`src/verilog/prsc_pkg.sv`:
```
// Package: register map, field layout and decode helpers for the clock control block
`default_nettype none
package prsc_pkg;

  // ==========================================================================
  // Register indices (byte address is four times the index)
  localparam int unsigned   IDX_W                = 15;
  localparam logic [14:0]   IDX_FAST_PRESCALER   = 15'h701a;
  localparam logic [14:0]   IDX_SLOW_PRESCALER   = 15'h701b;
  localparam logic [14:0]   IDX_PERIPH_CLK_EN    = 15'h701c;
  localparam logic [14:0]   IDX_LOW_POWER_0      = 15'h701e;
  localparam logic [14:0]   IDX_LOW_POWER_1      = 15'h701f;
  localparam logic [14:0]   IDX_PLL_RATIO        = 15'h7021;
  localparam logic [14:0]   IDX_SYS_CTRL_STATUS  = 15'h7022;
  localparam logic [14:0]   IDX_WD_COUNT         = 15'h7023;
  localparam logic [14:0]   IDX_WD_KEY           = 15'h7025;
  localparam logic [14:0]   IDX_WD_CONTROL       = 15'h7029;
  localparam logic [14:0]   IDX_PROTECT_CONTROL  = 15'h7030;
  localparam logic [14:0]   IDX_CLOCK_STATUS     = 15'h7031;

  // ==========================================================================
  // Field layout and reset values
  localparam int unsigned   REG_W                = 16;
  localparam int unsigned   RATIO_W              = 4;
  localparam logic [3:0]    RATIO_RESET          = 4'h0;
  localparam logic [3:0]    RATIO_BYPASS         = 4'h0;
  localparam logic [3:0]    RATIO_CODE_MAX       = 4'ha;
  localparam logic [15:0]   CFG_RESET            = 16'h0000;
  localparam int unsigned   PROT_OPEN_BIT        = 0;
  localparam int unsigned   STAT_LOCKED_BIT      = 0;
  localparam int unsigned   STAT_DISABLED_BIT    = 1;
  localparam int unsigned   STAT_PLL_ON_BIT      = 2;
  localparam logic [3:0]    NUM_ONE              = 4'h1;
  localparam logic [1:0]    DEN_ONE              = 2'h1;
  localparam logic [1:0]    DEN_TWO              = 2'h2;
  localparam int unsigned   LOCK_CYCLES_DEFAULT  = 131072;

  // ==========================================================================
  // AXI responses
  localparam logic [1:0]    RESP_OKAY            = 2'h0;
  localparam logic [1:0]    RESP_SLVERR          = 2'h2;
  localparam logic [1:0]    RESP_DECERR          = 2'h3;

  // Storage slots first, so a slot doubles as the storage index
  typedef enum {
    SL_FAST, SL_SLOW, SL_PCLK, SL_LPM0, SL_LPM1, SL_SYSTEM_CONTROL_STATUS, SL_WATCHDOG_SERVICE_KEY, SL_WATCHDOG_CONTROL,
    SL_PLL, SL_WDCNT, SL_PROT, SL_CSTAT, SL_NONE
  } prsc_slot_e;

  localparam int unsigned   CFG_N                = 8;

  function automatic prsc_slot_e prsc_slot_of(input logic [14:0] idx);
    case (idx)
      IDX_FAST_PRESCALER:  prsc_slot_of = SL_FAST;
      IDX_SLOW_PRESCALER:  prsc_slot_of = SL_SLOW;
      IDX_PERIPH_CLK_EN:   prsc_slot_of = SL_PCLK;
      IDX_LOW_POWER_0:     prsc_slot_of = SL_LPM0;
      IDX_LOW_POWER_1:     prsc_slot_of = SL_LPM1;
      IDX_PLL_RATIO:       prsc_slot_of = SL_PLL;
      IDX_SYS_CTRL_STATUS: prsc_slot_of = SL_SYSTEM_CONTROL_STATUS;
      IDX_WD_COUNT:        prsc_slot_of = SL_WDCNT;
      IDX_WD_KEY:          prsc_slot_of = SL_WATCHDOG_SERVICE_KEY;
      IDX_WD_CONTROL:      prsc_slot_of = SL_WATCHDOG_CONTROL;
      IDX_PROTECT_CONTROL: prsc_slot_of = SL_PROT;
      IDX_CLOCK_STATUS:    prsc_slot_of = SL_CSTAT;
      default:             prsc_slot_of = SL_NONE;
    endcase
  endfunction : prsc_slot_of

  // Every documented register except the protection control and clock status sits behind the protection gate
  function automatic logic prsc_guarded(input prsc_slot_e s);
    prsc_guarded = (s != SL_PROT) && (s != SL_CSTAT) && (s != SL_NONE);
  endfunction : prsc_guarded

  function automatic logic [15:0] prsc_merge(input logic [15:0] old,
                                             input logic [15:0] wd,
                                             input logic [1:0]  ws);
    prsc_merge = {ws[1] ? wd[15:8] : old[15:8], ws[0] ? wd[7:0] : old[7:0]};
  endfunction : prsc_merge

endpackage : prsc_pkg

`default_nettype wire

```
`src/verilog/prsc_pll_ctrl.sv`:
```
// PLL ratio decode and lock wait counter
`timescale 1ns/100ps
`default_nettype none

module prsc_pll_ctrl
  import prsc_pkg::*;
#(
  parameter int unsigned LOCK_CYCLES = LOCK_CYCLES_DEFAULT
) (
  input  wire logic               aclk,
  input  wire logic               ext_reset_n,
  input  wire logic [RATIO_W-1:0] ratio,
  input  wire logic               pll_disabled,
  input  wire logic               restart,
  output logic                    pll_on,
  output logic      [RATIO_W-1:0] clk_num,
  output logic      [1:0]         clk_den,
  output logic                    locked
);

  localparam int unsigned CNT_W = $clog2(LOCK_CYCLES + 1);
  localparam logic [CNT_W-1:0] CNT_LOAD = CNT_W'(LOCK_CYCLES);

  if (LOCK_CYCLES < 1) begin : g_bad_lock
    $error("LOCK_CYCLES must be at least one");
  end

  logic [CNT_W-1:0] lock_cnt;

  // ==========================================================================
  // Ratio decode: clock = input * num / den
  always_comb begin
    pll_on  = !pll_disabled && (ratio != RATIO_BYPASS);
    clk_num = NUM_ONE;
    clk_den = DEN_TWO;
    if (pll_disabled) begin
      clk_den = DEN_ONE;
    end else if (ratio != RATIO_BYPASS) begin
      clk_num = ratio;
    end
  end

  // ==========================================================================
  // Lock wait, counted in input clock cycles; a bypassed PLL needs none
  always_ff @(posedge aclk) begin
    if (!ext_reset_n) begin
      lock_cnt <= '0;
    end else if (restart) begin
      lock_cnt <= CNT_LOAD;
    end else if (lock_cnt != '0) begin
      lock_cnt <= lock_cnt - CNT_W'(1);
    end
  end

  assign locked = !pll_on || (lock_cnt == '0);

endmodule : prsc_pll_ctrl

`default_nettype wire

```
`src/verilog/prsc_top.sv`:
```
// Top: AXI4-Lite register slave for the PLL ratio and system clock control group
`timescale 1ns/100ps
`default_nettype none


module prsc_top
  import prsc_pkg::*;
#(
  parameter int unsigned ADDR_W      = 17,
  parameter int unsigned LOCK_CYCLES = LOCK_CYCLES_DEFAULT
) (
  input  wire logic               aclk,
  input  wire logic               aresetn,
  input  wire logic               external_reset_pin_n,
  input  wire logic               pll_disable_pin_n,
  // AXI4-Lite slave
  input  wire logic [ADDR_W-1:0]  awaddr,
  input  wire logic               awvalid,
  output logic                    awready,
  input  wire logic [31:0]        wdata,
  input  wire logic [3:0]         wstrb,
  input  wire logic               wvalid,
  output logic                    wready,
  output logic      [1:0]         bresp,
  output logic                    bvalid,
  input  wire logic               bready,
  input  wire logic [ADDR_W-1:0]  araddr,
  input  wire logic               arvalid,
  output logic                    arready,
  output logic      [31:0]        rdata,
  output logic      [1:0]         rresp,
  output logic                    rvalid,
  input  wire logic               rready,
  // Clock generation controls
  output logic                    pll_enable,
  output logic      [RATIO_W-1:0] pll_mult,
  output logic      [RATIO_W-1:0] cpu_clock_in_num,
  output logic      [1:0]         cpu_clock_in_den,
  output logic      [RATIO_W-1:0] system_clock_out_num,
  output logic      [1:0]         system_clock_out_den,
  output logic                    pll_locked,
  output logic                    protected_write_enable,
  // Peripheral clocking, low-power and watchdog settings
  output logic      [REG_W-1:0]   fast_prescaler,
  output logic      [REG_W-1:0]   slow_prescaler,
  output logic      [REG_W-1:0]   periph_clk_enables,
  output logic      [REG_W-1:0]   low_power_ctrl0,
  output logic      [REG_W-1:0]   low_power_ctrl1,
  output logic      [REG_W-1:0]   watchdog_ctrl
);

  if (ADDR_W < IDX_W + 2) begin : g_bad_addr
    $error("ADDR_W too narrow for the register map");
  end

  // The lock counter needs a nonzero load
  if (LOCK_CYCLES < 1) begin : g_bad_lock
    $error("LOCK_CYCLES must be at least one");
  end

  // ==========================================================================
  // Declarations
  logic                    sys_reset;
  logic [REG_W-1:0]        cfg [CFG_N];
  logic [RATIO_W-1:0]      pll_ratio_register;
  logic                    pll_disabled;
  logic                    aw_held;
  logic                    w_held;
  logic [IDX_W-1:0]        aw_idx;
  logic [REG_W-1:0]        w_data;
  logic [1:0]              w_strb;
  prsc_slot_e              wr_slot;
  prsc_slot_e              rd_slot;
  logic                    wr_go;
  logic [1:0]              next_bresp;
  logic [REG_W-1:0]        wr_merged;
  logic                    wr_store;
  logic                    ratio_write;
  logic [31:0]             next_rdata;
  logic [1:0]              next_rresp;
  logic                    dec_pll_on;
  logic [RATIO_W-1:0]      dec_num;
  logic [1:0]              dec_den;
  logic                    dec_locked;

  // ==========================================================================
  // Helpers
  function automatic logic [IDX_W-1:0] word_idx(input logic [ADDR_W-1:0] a);
    word_idx = a[IDX_W+1:2];
  endfunction : word_idx

  // Slots past storage fold onto slot 0; their value is never used
  function automatic int cfg_slot(input prsc_slot_e s);
    cfg_slot = (s < SL_PLL) ? int'(s) : 0;
  endfunction : cfg_slot

  // Either reset clears the ordinary state; only the pin clears the ratio
  assign sys_reset = !aresetn || !external_reset_pin_n;

  // ==========================================================================
  // Strap capture
  // The strap is sampled for as long as the pin reset is held, so its level
  // at release is what counts; a debug reset keeps the captured mode.
  always_ff @(posedge aclk) begin
    if (!external_reset_pin_n) begin
      pll_disabled <= !pll_disable_pin_n;
    end
  end

  // ==========================================================================
  // Write channel
  assign wr_slot = prsc_slot_of(aw_idx);
  // One response in flight; the next pair waits for it
  assign wr_go   = aw_held && w_held && !bvalid;
  assign wr_merged = (wr_slot == SL_PLL)
                   ? prsc_merge({{(REG_W-RATIO_W){1'b0}}, pll_ratio_register},
                                w_data, w_strb)
                   : prsc_merge(cfg[cfg_slot(wr_slot)],
                                w_data, w_strb);

  always_comb begin
    next_bresp = RESP_OKAY;
    wr_store   = 1'b0;
    if (wr_slot == SL_NONE) begin
      next_bresp = RESP_DECERR;
    end else if (prsc_guarded(wr_slot) && !protected_write_enable) begin
      next_bresp = RESP_SLVERR;
    end else if (wr_slot == SL_PLL && wr_merged[RATIO_W-1:0] > RATIO_CODE_MAX) begin
      // Reserved codes never reach the PLL; the old ratio stays
      next_bresp = RESP_SLVERR;
    end else begin
      wr_store = 1'b1;
    end
  end

  assign ratio_write = wr_go && wr_store && (wr_slot == SL_PLL);

  // Address and data are taken independently, in either order
  always_ff @(posedge aclk) begin
    if (sys_reset) begin
      aw_held <= 1'b0;
      aw_idx  <= '0;
      awready <= 1'b0;
    end else if (awvalid && awready) begin
      aw_held <= 1'b1;
      aw_idx  <= word_idx(awaddr);
      awready <= 1'b0;
    end else begin
      if (wr_go) begin
        aw_held <= 1'b0;
      end
      if (!aw_held && !bvalid) begin
        awready <= 1'b1;
      end
    end
  end

  always_ff @(posedge aclk) begin
    if (sys_reset) begin
      w_held <= 1'b0;
      w_data <= '0;
      w_strb <= '0;
      wready <= 1'b0;
    end else if (wvalid && wready) begin
      w_held <= 1'b1;
      w_data <= wdata[REG_W-1:0];
      w_strb <= wstrb[1:0];
      wready <= 1'b0;
    end else begin
      if (wr_go) begin
        w_held <= 1'b0;
      end
      if (!w_held && !bvalid) begin
        wready <= 1'b1;
      end
    end
  end

  // Response waits for both halves; a lone beat stays parked
  always_ff @(posedge aclk) begin
    if (sys_reset) begin
      bvalid <= 1'b0;
      bresp  <= RESP_OKAY;
    end else if (wr_go) begin
      bvalid <= 1'b1;
      bresp  <= next_bresp;
    end else if (bvalid && bready) begin
      bvalid <= 1'b0;
    end
  end

  // ==========================================================================
  // Register storage
  // Only the storage slots live in cfg; the ratio and the gate have registers of their own
  always_ff @(posedge aclk) begin
    if (sys_reset) begin
      for (int i = 0; i < CFG_N; i++) begin
        cfg[i] <= CFG_RESET;
      end
    end else if (wr_go && wr_store && wr_slot < SL_PLL) begin
      cfg[int'(wr_slot)] <= wr_merged;
    end
  end

  // A debug reset must not disturb a running clock ratio
  always_ff @(posedge aclk) begin
    if (!external_reset_pin_n) begin
      pll_ratio_register <= RATIO_RESET;
    end else if (ratio_write) begin
      pll_ratio_register <= wr_merged[RATIO_W-1:0];
    end
  end

  // The gate itself stays reachable, otherwise it could never be opened
  always_ff @(posedge aclk) begin
    if (sys_reset) begin
      protected_write_enable <= 1'b0;
    end else if (wr_go && wr_slot == SL_PROT) begin
      if (w_strb[0]) begin
        protected_write_enable <= w_data[PROT_OPEN_BIT];
      end
    end
  end

  // ==========================================================================
  // Read channel: answer one cycle after the address is taken
  assign rd_slot = prsc_slot_of(word_idx(araddr));

  // A closed gate blanks read data too, so nothing leaks
  always_comb begin
    next_rdata = '0;
    next_rresp = RESP_OKAY;
    if (rd_slot == SL_NONE) begin
      next_rresp = RESP_DECERR;
    end else if (prsc_guarded(rd_slot) && !protected_write_enable) begin
      next_rresp = RESP_SLVERR;
    end else begin
      case (rd_slot)
        SL_PLL: begin
          next_rdata[RATIO_W-1:0] = pll_ratio_register;
        end
        SL_WDCNT: begin
          next_rdata = '0;
        end
        SL_PROT: begin
          next_rdata[PROT_OPEN_BIT] = protected_write_enable;
        end
        SL_CSTAT: begin
          next_rdata[STAT_LOCKED_BIT]   = pll_locked;
          next_rdata[STAT_DISABLED_BIT] = pll_disabled;
          next_rdata[STAT_PLL_ON_BIT]   = pll_enable;
        end
        default: begin
          next_rdata[REG_W-1:0] = cfg[cfg_slot(rd_slot)];
        end
      endcase
    end
  end

  // Data latched at the address handshake, held until taken
  always_ff @(posedge aclk) begin
    if (sys_reset) begin
      arready <= 1'b0;
      rvalid  <= 1'b0;
      rdata   <= '0;
      rresp   <= RESP_OKAY;
    end else if (arvalid && arready) begin
      arready <= 1'b0;
      rvalid  <= 1'b1;
      rdata   <= next_rdata;
      rresp   <= next_rresp;
    end else if (rvalid && rready) begin
      rvalid  <= 1'b0;
    end else if (!rvalid) begin
      arready <= 1'b1;
    end
  end

  // ==========================================================================
  // Clock ratio decode and lock wait
  prsc_pll_ctrl #(
    .LOCK_CYCLES (LOCK_CYCLES)
  ) u_pll_ctrl (
    .aclk         (aclk),
    .ext_reset_n  (external_reset_pin_n),
    .ratio        (pll_ratio_register),
    .pll_disabled (pll_disabled),
    .restart      (ratio_write),
    .pll_on       (dec_pll_on),
    .clk_num      (dec_num),
    .clk_den      (dec_den),
    .locked       (dec_locked)
  );

  // Both clock ratio outputs load from one decode on the same edge,
  // so the two can never disagree, not even for a cycle.
  always_ff @(posedge aclk) begin
    if (!external_reset_pin_n) begin
      cpu_clock_in_num     <= NUM_ONE;
      cpu_clock_in_den     <= DEN_TWO;
      system_clock_out_num <= NUM_ONE;
      system_clock_out_den <= DEN_TWO;
    end else begin
      cpu_clock_in_num     <= dec_num;
      cpu_clock_in_den     <= dec_den;
      system_clock_out_num <= dec_num;
      system_clock_out_den <= dec_den;
    end
  end

  // PLL controls follow the pin reset only, like the ratio
  always_ff @(posedge aclk) begin
    if (!external_reset_pin_n) begin
      pll_enable <= 1'b0;
      pll_mult   <= RATIO_RESET;
      pll_locked <= 1'b1;
    end else begin
      pll_enable <= dec_pll_on;
      pll_mult   <= dec_pll_on ? pll_ratio_register : RATIO_BYPASS;
      pll_locked <= dec_locked;
    end
  end

  // ==========================================================================
  // Settings handed to the prescalers, clock gates, low-power and watchdog
  assign fast_prescaler     = cfg[int'(SL_FAST)];
  assign slow_prescaler     = cfg[int'(SL_SLOW)];
  assign periph_clk_enables = cfg[int'(SL_PCLK)];
  assign low_power_ctrl0    = cfg[int'(SL_LPM0)];
  assign low_power_ctrl1    = cfg[int'(SL_LPM1)];
  assign watchdog_ctrl      = cfg[int'(SL_WATCHDOG_CONTROL)];

endmodule : prsc_top

`default_nettype wire

```
`config.mk`:
```
export PLATFORM = sky130hd
export DESIGN_NAME = prsc_top
export DESIGN_NICKNAME = d
export VERILOG_FILES = /design/src/verilog/prsc_pkg.sv /design/src/verilog/prsc_pll_ctrl.sv /design/src/verilog/prsc_top.sv
export SDC_FILE = /design/constraint.sdc
export NUM_CORES = 1
export LEC_CHECK = 0
export BUFFER_PORTS_ARGS = -buffer_cell sky130_fd_sc_hd__clkbuf_2
export CAP_MARGIN = 30
export CORE_MARGIN = 1.5
export CORE_UTILIZATION = 38
export CTS_BUF_LIST = sky130_fd_sc_hd__clkbuf_8 sky130_fd_sc_hd__clkbuf_16
export DETAILED_ROUTE_END_ITERATION = 6
export PLACE_DENSITY = 0.68
export SYNTH_ARGS = -nofsm -noshare
export SYNTH_HDL_FRONTEND = slang
export SYNTH_SLANG_ARGS = --single-unit
```
`constraint.sdc`:
```
create_clock -name aclk -period 4.4 [get_ports aclk]
set_clock_uncertainty 0.05 [all_clocks]
set_input_delay 0 -clock aclk [delete_from_list [all_inputs] [get_ports aclk]]
set_output_delay 0 -clock aclk [all_outputs]
set_load 0.1 [all_outputs]
```
==> results.json <==
{
  "status": "finished clean",
  "path_clk_slew_ns": 0.06,
  "setup_tns_ns": 0,
  "antenna_found_initial": 0,
  "start_util": 0.389,
  "cts_resized": 0,
  "powerDensity_nw_per_um2": 411,
  "reg2regPathDepth": 11,
  "postSynthAreaPerCell_um2": 9.01,
  "cts-root-buf": "clkbuf_16",
  "post-route-drc-count": 0,
  "rsz0062_at_grt": "false",
  "cts_buffers": 25,
  "wl_per_cell_um": 19.8,
  "synth_xor_xnor_area_share": 0.0132,
  "io_pins": 235,
  "crit_fanout": 29,
  "clk_latency_ns": 0.52,
  "die_w_um": 175,
  "worstHoldEndpoint": "aw_idx[14]",
  "cp-start-kind": "register",
  "clockBufferDepth": 3,
  "vias": 10400,
  "final_common_cell": "nand2_1",
  "die_y_um": 175,
  "period_needed_ns": 3.92,
  "grt_pass1_wl_um": 56500,
  "netlist_instances": 1248,
  "period_share": 0.892,
  "dieArea_um2": 30600,
  "synthMuxAreaShare": 0.0570,
  "wl_um": 37200,
  "syn_area_um2": 11200,
  "synthSimpleGateAreaFrac": 0.232,
  "min_from": "awvalid",
  "firstDrtPassIters": 5,
  "utilization": 0.483,
  "synthAdderAreaFrac": 0.00111,
  "cts_tree": "done",
  "finalSetupViolCount": 0,
  "h-tree-depth": 1,
  "grt_pass1_vias": 9525,
  "rrSetupSlack_ns": 0.48,
  "crit_arrival_ns": 4.11,
  "fp.coreArea_um2": 28900,
  "critPathRequiredTime_ns": 4.58,
  "via_per_inst": 5.52,
  "maxCapViolations": 0,
  "overflow": 0,
  "yosysWarnings": 0,
  "synth_compound_area_frac": 0.135,
  "layout_common_cells": "nand2_1, clkbuf_2, nor2_1",
  "clock_sinks": 224,
  "ant_nets": 0,
  "row_count": 62,
  "r2r_end": "cfg[6][5]",
  "ys_seq_area_frac": 0.514,
  "ir_drop_mv": 0.231,
  "maxSlewHeadroom": 0.350,
  "synth_edf_count": 129,
  "synth_top_family_by_area": "simple AND/OR/NAND/NOR gates",
  "port_buffers": 196,
  "hpwl_um": 26900,
  "synth_flop_cell": "edfxtp_1",
  "synth-seq-cells": 224,
  "hold_viol": 0,
  "fin_nets": 1553,
  "hold_depth": 4,
  "tightest_slew_ns": 0.973,
  "p_leak_nw": 5.45,
  "synthArstFlopShare": 0,
  "worst_hold_path_type": "primary input to register",
  "fmax_mhz": 255,
  "critPathCaptureType": "register",
  "antenna_cells": 0,
  "area_delta_synth_final_pct": 24.3,
  "gp_congestion": 0.914,
  "critical_path_class": "register to register",
  "reg2reg_from": "aw_idx[4]",
  "drt-initial-drc-count": 930,
  "track_usage": 0.238,
  "synth.distinct_cells": 62,
  "layout-drive-gt1-share": 0.227,
  "grt_max_degree": 48,
  "final-max-slew-violation-count": 0
}
-- critical path: stages (launching register included) --
cell and delay, ns:
dfxtp_1 0.47, nor4b_1 0.50, nand2_1 0.22, or3_1 0.44
a31oi_4 0.36, buf_12 0.26, mux2i_1 0.32, nand2_1 0.09
a32o_1 0.25, a21oi_1 0.42, buf_4 0.22, nor2_1 0.04
-- how the worst max path moves through the flow --
| stage | slack, ns | to | start |
|---|---|---|---|
| 5_1_grt | 0.26 | cfg[6][5] | aw_idx[4] |
| 6_report | 0.48 | cfg[6][5] | aw_idx[4] |
| 3_5_place_dp | 0.62 | cfg[6][5] | aw_idx[5] |
| 3_3_place_gp | 0.64 | cfg[6][10] | aw_idx[5] |
| 2_1_floorplan | 0.33 | cfg[4][0] | aw_idx[2] |
| 4_1_cts | 0.59 | cfg[6][5] | aw_idx[5] |
-- through the flow --
stage | hold WS, ns | setup WS [ns] | power [mW] | instances | instance area, um2
finish | 0.0896 | 0.477 | 5.74 | 1874 | 14000
global route | 0.120 | 0.260 | 5.95 | 1874 | 14000
detailed placement | 0.179 | 0.620 | 3.62 | 1790 | 12700
CTS | 0.0473 | 0.586 | 5.75 | 1874 | 14000
floorplan | 0.0395 | 0.330 | 3.38 | 1263 | 11300
global placement | 0.174 | 0.637 | 3.60 | 1790 | 12700
-- layout make-up --
cell class / instances / area (um2)
clock buffers: 28 / 689
clock inverters: 16 / 150
fillers: 2753 / 15000
inverters: 15 / 56.3
multi-input cells: 918 / 5030
flip-flops and latches: 224 / 5780
well taps: 384 / 480
repair buffers: 289 / 1790
-- report_power, final --
part	internal, mW	switching (mW)	leakage, nW
clock	1.29	0.831	0.439
sequential	2.34	0.130	2.18
combinational	0.323	0.817	2.83
-- Yosys cell counts (5+ instances only) --
cell / count / share of area
a211oi_1: 6 / 0.0040
a21oi_1: 81 / 0.036
a221oi_1: 7 / 0.0055
a22oi_1: 12 / 0.0080
a32o_1: 6 / 0.0053
and2_1: 8 / 0.0045
buf_1: 9 / 0.0030
buf_4: 22 / 0.015
clkbuf_1: 71 / 0.024
dfxtp_1: 95 / 0.17
edfxtp_1: 129 / 0.34
inv_1: 15 / 0.0050
mux2_2: 32 / 0.032
mux2i_1: 28 / 0.025
nand2_1: 213 / 0.071
nand2b_1: 8 / 0.0045
nand3_1: 65 / 0.029
nand3b_1: 6 / 0.0040
nand4_1: 6 / 0.0033
nor2_1: 176 / 0.059
nor2b_1: 6 / 0.0033
nor3_1: 35 / 0.016
nor3b_1: 11 / 0.0073
o211ai_1: 23 / 0.015
o21ai_0: 60 / 0.027
o21ai_1: 5 / 0.0022
o22ai_1: 8 / 0.0045
or2_2: 5 / 0.0028
or3_1: 15 / 0.0083
or4_1: 5 / 0.0033
xnor2_1: 10 / 0.0078
xor2_1: 7 / 0.0055
-- timing repair --
action / in CTS / in global routing
setup buffers: 0 / 0
hold endpoints to repair: 58 / 0
hold buffers: 40 / 0
-- registers in the layout (all words and copies together) (netlist names), 4 cells and up --
signal	flops
u_pll_ctrl.lock_cnt	18
rdata	16
pll_mult	4
pll_ratio_register	4
w_data	16
aw_idx	15
system_clock_out_num	4
cfg	128
-- per-layer routing --
metal | track usage | part of all wire | vias to the layer above
met2 | 0.366 | 0.44 | 533
met5 | 0 | 0 | -
li1 | - | - | 4849
met1 | 0.335 | 0.43 | 4892
met4 | 0.0776 | 0.031 | 0
met3 | 0.0481 | 0.092 | 76
-- logic make-up after synthesis --
logic type,after synthesis
AOI/OAI and AO/OA,243
xor gates and xnor gates,17
adders and majority gates,1
buffers and inverters,121
DFF,224
muxes,60
other,1
and+or+nand+nor,581
Power figures use the tool's default switching activity.
